--- src/hw/dsadc_pkg.sv ---
// Constants, register map and enumerations for the delta-sigma ADC sequencer.
// Assumes a single 50 MHz clock and an AXI4-Lite master on the register side.
// Operation
// RL1 - Each result depends on the four most recent modulator samples.
// RL2 - After an input change, results are invalid until the fourth sample after it.
// RL3 - Four modes: single, multi, continuous, multi turbo.
// RL4 - Start by control start bit or external start input.
// RL5 - Completion sets status bit and raises done output.
// RL6 - Done stays high until result is read, then drops.
// RL7 - Single mode idles in standby without sampling until a start.
// RL8 - Single trigger runs four conversions; first three only prime.
// RL9 - Single result valid after fourth conversion, done raised then.
// RL10 - After transfer, single mode returns to standby until next start.
// RL11 - Host may poll status or use done for interrupt or DMA.
// RL12 - Configuration picks 12-bit slower rate or 8-bit faster rate.
// RL13 - Decimator turns serial modulator bit stream into parallel words.
// RL14 - Continuous: first result after three priming conversions, then every conversion.
// RL15 - Multi mode re-primes between samples and restarts automatically.
// RL16 - External start input is optional in continuous mode.
// RL17 - A start during a running sequence is ignored.
package dsadc_pkg;
  localparam logic [3:0] DSADC_ADDR_CTRL = 4'h0;
  localparam logic [3:0] DSADC_ADDR_STAT = 4'h4;
  localparam logic [3:0] DSADC_ADDR_MASK = 4'h8;
  localparam logic [3:0] DSADC_ADDR_RES = 4'hc;
  localparam int DSADC_CTRL_START = 0;
  localparam int DSADC_CTRL_MODE_LO = 1;
  localparam int DSADC_CTRL_RES8 = 3;
  localparam int DSADC_CTRL_CHAN_LO = 4;
  localparam int DSADC_CHAN_W = 3;
  localparam int DSADC_STAT_DONE = 0;
  localparam int DSADC_STAT_BUSY = 1;
  localparam int DSADC_STAT_VALID = 2;
  localparam logic [1:0] DSADC_RESP_OKAY = 2'h0;
  localparam logic [1:0] DSADC_RESP_SLVERR = 2'h2;
  localparam int DSADC_PRIME_CONV = 3;
  localparam int DSADC_PIPE_DEPTH = 4;
  // Modulator bits per conversion; finer resolution needs a longer conversion
  localparam int DSADC_OSR_12 = 4096;
  localparam int DSADC_OSR_8 = 256;
  typedef enum logic [1:0] {
    DSADC_M_SINGLE,
    DSADC_M_MULTI,
    DSADC_M_CONT,
    DSADC_M_TURBO
  } dsadc_mode_t;
  typedef enum {
    DSADC_S_STANDBY,
    DSADC_S_RUN,
    DSADC_S_HOLD
  } dsadc_state_t;
endpackage

--- src/hw/dsadc_top.sv ---
// Delta-sigma ADC sequencer: modulator bit-stream decimator, mode sequencer,
// AXI4-Lite register slave and level interrupt.
// Assumes all inputs synchronous to CLOCK; MOD_BIT is one modulator bit per cycle.
//
// Added by the designer: the AXI4-Lite interface to the registers and the address map.
`timescale 1ns/1ns
module dsadc_top
  import dsadc_pkg::*;
#(
  parameter int OSR_12 = DSADC_OSR_12,
  parameter int OSR_8 = DSADC_OSR_8
) (
  input wire logic CLOCK,
  input wire logic RST_N,
  input wire logic MOD_BIT,
  input wire logic SOC,
  output logic EOC,
  output logic IRQ,
  output logic [DSADC_CHAN_W-1:0] CHAN_SEL,
  input wire logic [3:0] S_AXI_AWADDR,
  input wire logic S_AXI_AWVALID,
  output logic S_AXI_AWREADY,
  input wire logic [31:0] S_AXI_WDATA,
  input wire logic [3:0] S_AXI_WSTRB,
  input wire logic S_AXI_WVALID,
  output logic S_AXI_WREADY,
  output logic [1:0] S_AXI_BRESP,
  output logic S_AXI_BVALID,
  input wire logic S_AXI_BREADY,
  input wire logic [3:0] S_AXI_ARADDR,
  input wire logic S_AXI_ARVALID,
  output logic S_AXI_ARREADY,
  output logic [31:0] S_AXI_RDATA,
  output logic [1:0] S_AXI_RRESP,
  output logic S_AXI_RVALID,
  input wire logic S_AXI_RREADY
);
  initial begin
    if (OSR_8 < 16 || OSR_12 <= OSR_8 || OSR_12 > 65536) begin
      $error("dsadc_top: unsupported over-sampling ratio");
    end
  end
  // Bus state
  logic aw_got_r, aw_got_nxt, w_got_r, w_got_nxt, bvalid_r, bvalid_nxt;
  logic rvalid_r, rvalid_nxt, awready_r, wready_r, arready_r;
  logic [3:0] awaddr_r, awaddr_nxt, wstrb_r, wstrb_nxt;
  logic [31:0] wdata_r, wdata_nxt, rdata_r, rdata_nxt;
  logic [1:0] rresp_r, rresp_nxt, bresp_r, bresp_nxt;
  // Control and status
  dsadc_mode_t mode_r, mode_nxt;
  logic res8_r, res8_nxt, start_sw, chan_chg, res_read;
  logic [DSADC_CHAN_W-1:0] chan_r, chan_nxt;
  logic [2:0] stat_r, stat_nxt, mask_r, mask_nxt;
  // Sequencer and decimator
  dsadc_state_t st_r, st_nxt;
  logic [16:0] bitcnt_r, bitcnt_nxt, acc_r, acc_nxt, osr;
  logic [16:0] conv_r [DSADC_PIPE_DEPTH], conv_nxt [DSADC_PIPE_DEPTH];
  logic [2:0] fill_r, fill_nxt;
  logic [11:0] result_r, result_nxt;
  logic valid_r, valid_nxt, eoc_r, eoc_nxt, irq_r, irq_nxt, conv_end, fire, done_evt;
  logic [18:0] sum4;
  wire wr_fire = aw_got_r && w_got_r && !bvalid_r;
  assign start_sw = wr_fire && awaddr_r == DSADC_ADDR_CTRL && wstrb_r[0]
                    && wdata_r[DSADC_CTRL_START];
  assign chan_chg = wr_fire && awaddr_r == DSADC_ADDR_CTRL && wstrb_r[0]
                    && wdata_r[DSADC_CTRL_CHAN_LO +: DSADC_CHAN_W] != chan_r;
  assign res_read = S_AXI_ARVALID && !rvalid_r && S_AXI_ARADDR == DSADC_ADDR_RES;
  assign osr = res8_r ? 17'(OSR_8) : 17'(OSR_12);
  assign conv_end = st_r == DSADC_S_RUN && bitcnt_r == osr - 17'h00001;
  // AXI4-Lite slave: address and data taken in either order, response after both
  always_comb begin
    aw_got_nxt = aw_got_r;
    w_got_nxt = w_got_r;
    awaddr_nxt = awaddr_r;
    wdata_nxt = wdata_r;
    wstrb_nxt = wstrb_r;
    bvalid_nxt = bvalid_r;
    bresp_nxt = bresp_r;
    rvalid_nxt = rvalid_r;
    rdata_nxt = rdata_r;
    rresp_nxt = rresp_r;
    if (S_AXI_AWVALID && !aw_got_r) begin
      aw_got_nxt = 1'b1;
      awaddr_nxt = S_AXI_AWADDR;
    end
    if (S_AXI_WVALID && !w_got_r) begin
      w_got_nxt = 1'b1;
      wdata_nxt = S_AXI_WDATA;
      wstrb_nxt = S_AXI_WSTRB;
    end
    if (wr_fire) begin
      bvalid_nxt = 1'b1;
      bresp_nxt = (awaddr_r[1:0] == 2'h0) ? DSADC_RESP_OKAY : DSADC_RESP_SLVERR;
    end
    if (bvalid_r && S_AXI_BREADY) begin
      bvalid_nxt = 1'b0;
      aw_got_nxt = 1'b0;
      w_got_nxt = 1'b0;
    end
    if (S_AXI_ARVALID && !rvalid_r) begin
      rvalid_nxt = 1'b1;
      rresp_nxt = DSADC_RESP_OKAY;
      case (S_AXI_ARADDR)
        DSADC_ADDR_CTRL: rdata_nxt = {25'h0, chan_r, res8_r, mode_r, 1'b0};
        DSADC_ADDR_STAT: rdata_nxt = {29'h0, stat_r};
        DSADC_ADDR_MASK: rdata_nxt = {29'h0, mask_r};
        DSADC_ADDR_RES: rdata_nxt = {20'h0, result_r};
        default: begin
          rdata_nxt = 32'h0;
          rresp_nxt = DSADC_RESP_SLVERR;
        end
      endcase
    end else if (rvalid_r && S_AXI_RREADY) begin
      rvalid_nxt = 1'b0;
    end
  end
  // Control registers, sticky status and interrupt
  always_comb begin
    mode_nxt = mode_r;
    res8_nxt = res8_r;
    chan_nxt = chan_r;
    mask_nxt = mask_r;
    stat_nxt = stat_r;
    if (wr_fire && awaddr_r == DSADC_ADDR_CTRL && wstrb_r[0]) begin
      mode_nxt = dsadc_mode_t'(wdata_r[DSADC_CTRL_MODE_LO +: 2]); // see RL3
      res8_nxt = wdata_r[DSADC_CTRL_RES8]; // see RL12
      chan_nxt = wdata_r[DSADC_CTRL_CHAN_LO +: DSADC_CHAN_W];
    end
    if (wr_fire && awaddr_r == DSADC_ADDR_MASK && wstrb_r[0]) begin
      mask_nxt = wdata_r[2:0];
    end
    if (wr_fire && awaddr_r == DSADC_ADDR_STAT && wstrb_r[0]) begin
      stat_nxt = stat_r & ~wdata_r[2:0];
    end
    if (chan_chg) stat_nxt[DSADC_STAT_VALID] = 1'b0; // see RL2
    // Set wins over a clear in the same cycle
    if (done_evt) begin
      stat_nxt[DSADC_STAT_DONE] = 1'b1; // see RL5
    end
    // Busy is live state, so a one written to it has no lasting effect
    stat_nxt[DSADC_STAT_BUSY] = st_nxt != DSADC_S_STANDBY;
    if (done_evt && valid_nxt) begin
      stat_nxt[DSADC_STAT_VALID] = 1'b1;
    end
    irq_nxt = |(stat_nxt & mask_nxt);
  end
  // Sequencer: standby, run conversions, hold a single result until read
  always_comb begin
    st_nxt = st_r;
    bitcnt_nxt = bitcnt_r;
    acc_nxt = acc_r;
    conv_nxt = conv_r;
    fill_nxt = fill_r;
    result_nxt = result_r;
    valid_nxt = valid_r;
    eoc_nxt = eoc_r;
    done_evt = 1'b0;
    fire = 1'b0;
    sum4 = 19'h0;
    for (int i = 0; i < DSADC_PIPE_DEPTH; i++) begin
      sum4 = sum4 + {2'h0, conv_r[i]};
    end
    if (res_read) begin
      eoc_nxt = 1'b0; // see RL6
    end
    case (st_r)
      DSADC_S_STANDBY: begin
        if (start_sw || SOC) begin // see RL4
          st_nxt = DSADC_S_RUN; // see RL7
          fire = 1'b1;
          bitcnt_nxt = 17'h0;
          acc_nxt = 17'h0;
          fill_nxt = 3'h0;
        end
      end
      DSADC_S_RUN: begin
        // Further starts are ignored here and the count runs on, see RL17
        acc_nxt = acc_r + {16'h0, MOD_BIT}; // see RL13
        bitcnt_nxt = bitcnt_r + 17'h00001;
        if (conv_end) begin
          bitcnt_nxt = 17'h0;
          acc_nxt = 17'h0;
          conv_nxt[0] = acc_r + {16'h0, MOD_BIT};
          for (int i = 1; i < DSADC_PIPE_DEPTH; i++) begin
            conv_nxt[i] = conv_r[i-1]; // see RL1
          end
          if (fill_r < 3'(DSADC_PRIME_CONV)) begin
            fill_nxt = fill_r + 3'h1; // see RL8
          end else begin
            // Sum of four conversions scaled down to the result width
            sum4 = sum4 - {2'h0, conv_r[DSADC_PIPE_DEPTH-1]} + {2'h0, conv_nxt[0]};
            result_nxt = res8_r ? {4'h0, sum4[9:2]} : sum4[14:3];
            valid_nxt = 1'b1;
            done_evt = 1'b1;
            eoc_nxt = 1'b1; // see RL9
            case (mode_r)
              DSADC_M_SINGLE: st_nxt = DSADC_S_HOLD;
              DSADC_M_CONT: fill_nxt = fill_r; // see RL14
              DSADC_M_MULTI, DSADC_M_TURBO: fill_nxt = 3'h0; // see RL15
              default: st_nxt = DSADC_S_HOLD;
            endcase
          end
        end
      end
      DSADC_S_HOLD: begin
        if (res_read) begin
          st_nxt = DSADC_S_STANDBY; // see RL10
        end
      end
      default: st_nxt = DSADC_S_STANDBY;
    endcase
    // Input change invalidates the pipeline; placed last so it wins at a conversion end
    if (chan_chg) begin
      fill_nxt = 3'h0; // see RL2
      valid_nxt = 1'b0;
    end
  end
  always_ff @(posedge CLOCK) begin
    if (!RST_N) begin
      aw_got_r <= 1'b0;
      w_got_r <= 1'b0;
      awaddr_r <= 4'h0;
      wdata_r <= 32'h0;
      wstrb_r <= 4'h0;
      bvalid_r <= 1'b0;
      bresp_r <= DSADC_RESP_OKAY;
      rvalid_r <= 1'b0;
      rdata_r <= 32'h0;
      rresp_r <= DSADC_RESP_OKAY;
      {awready_r, wready_r, arready_r} <= 3'h7;
      mode_r <= DSADC_M_SINGLE;
      res8_r <= 1'b0;
      chan_r <= '0;
      mask_r <= 3'h0;
      stat_r <= 3'h0;
      irq_r <= 1'b0;
      st_r <= DSADC_S_STANDBY;
      bitcnt_r <= 17'h0;
      acc_r <= 17'h0;
      conv_r <= '{default: 17'h0};
      fill_r <= 3'h0;
      result_r <= 12'h0;
      valid_r <= 1'b0;
      eoc_r <= 1'b0;
    end else begin
      aw_got_r <= aw_got_nxt;
      w_got_r <= w_got_nxt;
      awaddr_r <= awaddr_nxt;
      wdata_r <= wdata_nxt;
      wstrb_r <= wstrb_nxt;
      bvalid_r <= bvalid_nxt;
      bresp_r <= bresp_nxt;
      rvalid_r <= rvalid_nxt;
      rdata_r <= rdata_nxt;
      rresp_r <= rresp_nxt;
      {awready_r, wready_r, arready_r} <= {!aw_got_nxt, !w_got_nxt, !rvalid_nxt};
      mode_r <= mode_nxt;
      res8_r <= res8_nxt;
      chan_r <= chan_nxt;
      mask_r <= mask_nxt;
      stat_r <= stat_nxt;
      irq_r <= irq_nxt;
      st_r <= st_nxt;
      bitcnt_r <= bitcnt_nxt;
      acc_r <= acc_nxt;
      conv_r <= conv_nxt;
      fill_r <= fill_nxt;
      result_r <= result_nxt;
      valid_r <= valid_nxt;
      eoc_r <= eoc_nxt;
    end
  end
  assign EOC = eoc_r;
  assign IRQ = irq_r;
  assign CHAN_SEL = chan_r;
  assign S_AXI_AWREADY = awready_r;
  assign S_AXI_WREADY = wready_r;
  assign S_AXI_BVALID = bvalid_r;
  assign S_AXI_BRESP = bresp_r;
  assign S_AXI_ARREADY = arready_r;
  assign S_AXI_RVALID = rvalid_r;
  assign S_AXI_RDATA = rdata_r;
  assign S_AXI_RRESP = rresp_r;

  // Assertions
  property p_done_sets_eoc;
    @(posedge CLOCK) disable iff (!RST_N) done_evt |=> EOC && stat_r[DSADC_STAT_DONE];
  endproperty
  a_done_sets_eoc: assert property (p_done_sets_eoc) else $error("EOC not raised"); // see RL5
  property p_eoc_read;
    @(posedge CLOCK) disable iff (!RST_N) res_read && !done_evt |=> !EOC;
  endproperty
  a_eoc_read: assert property (p_eoc_read) else $error("EOC stayed after read"); // see RL6
  property p_eoc_hold;
    @(posedge CLOCK) disable iff (!RST_N) EOC && !res_read |=> EOC;
  endproperty
  a_eoc_hold: assert property (p_eoc_hold) else $error("EOC dropped early"); // see RL6
  property p_standby_idle;
    @(posedge CLOCK) disable iff (!RST_N)
      st_r == DSADC_S_STANDBY && !SOC && !start_sw |=> st_r == DSADC_S_STANDBY;
  endproperty
  a_standby_idle: assert property (p_standby_idle) else $error("Left standby"); // see RL7
  property p_start;
    @(posedge CLOCK) disable iff (!RST_N)
      st_r == DSADC_S_STANDBY && (SOC || start_sw) |=> st_r == DSADC_S_RUN && bitcnt_r == 0;
  endproperty
  a_start: assert property (p_start) else $error("Start not taken"); // see RL4
  property p_prime;
    @(posedge CLOCK) disable iff (!RST_N) done_evt |-> fill_r == 3'(DSADC_PRIME_CONV);
  endproperty
  a_prime: assert property (p_prime) else $error("Result before priming"); // see RL8
  property p_single_hold;
    @(posedge CLOCK) disable iff (!RST_N)
      done_evt && mode_r == DSADC_M_SINGLE |=> st_r == DSADC_S_HOLD;
  endproperty
  a_single_hold: assert property (p_single_hold) else $error("Single not held"); // see RL9
  property p_back_standby;
    @(posedge CLOCK) disable iff (!RST_N)
      st_r == DSADC_S_HOLD && res_read |=> st_r == DSADC_S_STANDBY;
  endproperty
  a_back_standby: assert property (p_back_standby) else $error("No standby"); // see RL10
  property p_ignore;
    @(posedge CLOCK) disable iff (!RST_N)
      st_r == DSADC_S_RUN && !conv_end && SOC |=> bitcnt_r == $past(bitcnt_r) + 1;
  endproperty
  a_ignore: assert property (p_ignore) else $error("Start restarted run"); // see RL17
  property p_irq;
    @(posedge CLOCK) disable iff (!RST_N) IRQ == |(stat_r & mask_r);
  endproperty
  a_irq: assert property (p_irq) else $error("IRQ mismatch");
  property p_busy;
    @(posedge CLOCK) disable iff (!RST_N) fire |=> stat_r[DSADC_STAT_BUSY];
  endproperty
  a_busy: assert property (p_busy) else $error("Busy not shown"); // see RL4
  c_single: cover property (@(posedge CLOCK) disable iff (!RST_N)
    done_evt && mode_r == DSADC_M_SINGLE);
  c_cont: cover property (@(posedge CLOCK) disable iff (!RST_N)
    done_evt && mode_r == DSADC_M_CONT);
  c_multi: cover property (@(posedge CLOCK) disable iff (!RST_N)
    done_evt && mode_r == DSADC_M_MULTI);
endmodule // dsadc_top

--- config.mk ---
export PLATFORM = sky130hd
export DESIGN_NAME = dsadc_top
export DESIGN_NICKNAME = d
export VERILOG_FILES = /design/src/hw/dsadc_pkg.sv /design/src/hw/dsadc_top.sv
export SDC_FILE = /design/constraint.sdc
export NUM_CORES = 1
export LEC_CHECK = 0
export BUFFER_PORTS_ARGS = -buffer_cell sky130_fd_sc_hd__buf_2
export CORE_MARGIN = 1
export CORE_UTILIZATION = 35
export CTS_CLUSTER_SIZE = 28
export DETAILED_ROUTE_END_ITERATION = 6
export GPL_ROUTABILITY_DRIVEN = 0
export PLACE_DENSITY = 0.5
export SLEW_MARGIN = 20
export SYNTH_ARGS = -nofsm -noshare
export SYNTH_HDL_FRONTEND = slang
export SYNTH_SLANG_ARGS = --single-unit
--- constraint.sdc ---
create_clock -name CLOCK -period 6.4 [get_ports CLOCK]
set_input_delay 1.92 -clock CLOCK [delete_from_list [all_inputs] [get_ports CLOCK]]
set_output_delay 1.92 -clock CLOCK [all_outputs]
set_load 0.03 [all_outputs]
==> metrics <==
outcome finished clean; # clock sinks 172; top-count cell post-synth dfxtp_1; core outline area 23500 µm²; DR top layer met4; initial antenna violation count 0; VDD IR max 148 µV; Final Cycle Share 91.8%; share of cells above drive strength 1 ~11%; via count around 6200; Cell Count, Final, Fillers Out approximately 1300; post-synthesis sequential area ratio 40.8%; final antenna diode count 0; post-route ant nets 0; critical path buffer and inverter count 5; CP Capture Type flip-flop; CP Launch Type primary input; Top Family by Delay on Critical Path adder cells; Die Wd around 160 µm; CTS clk-pin slew, worst paths about 0.08 ns; worst-margin pin slew 1.06 ns; fin crit period a little under 6 ns; leakage dissipation 0.00391 µW; Max clock buf depth 2; Yosys warnings 0; postcts setup bufs 0; met2 wire len 8180 µm; vias in the first global route between 6000 and 7000; CTS Root Cell clkbuf_16; relative max-transition margin 29.3%; Final Skew 0.0136 ns; Synth Flop Type dfxtp_1; crit path kind in -> reg; Num CTS Buffers 17; leading post-synthesis cells by cell area dfxtp_1, fa_1, nand2_1; DRC viols 0; clk_lat worst skew 0.44 ns; P&R area growth vs syn 14.5%; top achievable clock speed approximately 0.17 GHz; worst path required time 6.78 ns; crit-path cells buf_2 -> ha_1 -> ha_1 -> and3_1 -> nand3_1 -> nor3_1 -> xor2_1 -> inv_1 -> fa_1 -> inv_1 -> fa_1 -> inv_1 -> fa_1 -> inv_1 -> ha_1 -> or2_2 -> o31a_1 -> a211o_1 -> nand3_1; largest net degree at the start of global routing 64; drt total wl between 15000 and 20000 µm; Setup TNS 0 ns; cell count after synthesis 940; PostCTS Resize Cnt 0; Die Height 157 µm; Post-Route M1 WL 9000 µm; CTS tree yes; drt pass-1 iters 6; PortBufs 48; Hold Crit Class reg -> reg; Max Cap Viol 0; final slew viol count 0; Ports a little under 100; die area 24700 µm²; Final Hold Viols 0; Worst Path Max Fanout 5; vias per cell 4.64; Crit path largest cell delay 0.53 ns; CP Data Arrival Time 6.26 ns; Starting Density 35.9%; Placed Cells incl. Taps 1309; DRT iter0 DRCs 346; Row Count 56; slowest stage cell, crit path fa_1; DR WL met3 428 µm; Power Density 230 nW/µm²; CTS Hold Buffers Added 0; Avg Inst Size Synth 8.98 µm²; count of different cell masters after synthesis 66; # H-tree levels 4; Crit path top cell by count inv_1; EDFF count, synth 0; synthesized cell area approximately 8400 µm²; Final setup viols 0; top cells by count, synth dfxtp_1, nand2_1, inv_1; #FFs+latches synth 172; post-synth top area cell dfxtp_1; Layout Nets 1119; half-perimeter wire length after placement 12400 µm; gr ovfl total 0; unrepaired setup endpoints after global routing false; gr usage total 15.7%; Yosys top cell area share 40.8%; WL/cell 13.2 µm; global-route wire length before repair ~30000 µm; FFs w/ async S/R, synth 0%
-- per-layer routing --
metal	track usage (%)	vias up
li1	-	3215
met1	21.5	2927
met3	3.25	8
met5	0	-
met4	4.44	0
met2	24.8	71
-- through the flow --
step / hold slack, ns / utilization (%) / area, µm² / worst slack, ns / power (µW)
2_1_floorplan: 0.429 / - / 8630 / 0.537 / 1190
3_3_place_gp: 0.447 / 38.5 / 9060 / 0.0886 / 1200
3_5_place_dp: 0.450 / 38.6 / 9090 / 0.0642 / 1210
4_1_cts: 0.462 / 41.1 / 9670 / 0.520 / 2260
5_1_grt: 0.479 / 41.1 / 9670 / 0.181 / 2310
6_report: 0.457 / 41.1 / 9670 / 0.527 / 2220
-- cells by family (layout without fill, tap and decap cells) --
logic type	Yosys count	in the layout	synth area share, %
mux	30	30	3.87
xor+xnor	42	42	4.85
simple gates	327	327	18.5
buf+inv	153	184	7.96
flops	172	172	40.8
compound gates	158	158	12.0
fa+ha+maj	57	57	12.0
other cells	1	52	0.0444
-- flip-flops by register name, summed over array words and instances (netlist names), 2 cells and up --
register,flops
bitcnt_r,17
acc_r,15
mask_r,3
wdata_r,7
stat_r,3
CHAN_SEL,3
st_r,32
S_AXI_RDATA,12
awaddr_r,4
conv_r,46
fill_r,3
mode_r,2
result_r,12
-- layout by cell type, fill, tap and decap left out, types with 27 or more instances in the layout --
| master | instances |
|---|---|
| nand3_1 | 27 |
| mux2i_1 | 27 |
| nand2_1 | 122 |
| nor2_1 | 83 |
| inv_1 | 88 |
| dfxtp_1 | 172 |
| a21oi_1 | 73 |
| conb_1 | 52 |
| buf_2 | 48 |
| fa_1 | 40 |
-- power breakdown --
group          switching, µW  internal, µW  leakage (µW)
clock network            486           555      0.000275
logic                   60.8          20.7       0.00224
registers               9.42          1090       0.00140
-- path summary, 6_finish.rpt --
check	end	start	slack (ns)	cells after the start
setup / recovery	result_r[10]	MOD_BIT	0.53	19
hold / removal	S_AXI_BRESP[1]	S_AXI_BRESP[1]	0.46	2
setup reg to reg	result_r[10]	acc_r[0]	1.76	18
hold reg to reg	S_AXI_BRESP[1]	S_AXI_BRESP[1]	0.46	2
-- tightest hold or removal path, stage by stage, from the launching register on --
cell and delay (ns):
dfxtp_1 0.31, inv_1 0.05, a211oi_1 0.05
-- final cells by class --
| class | count | area, µm² |
|---|---|---|
| clock inverter | 13 | 144 |
| multi-input combinational | 666 | 4540 |
| inverter | 89 | 335 |
| fill | 2418 | 13900 |
| timing repair buffer | 63 | 373 |
| tap | 319 | 399 |
| clock buffer | 19 | 433 |
| sequential | 172 | 3440 |
No activity file was read; power rests on OpenSTA's default activity.
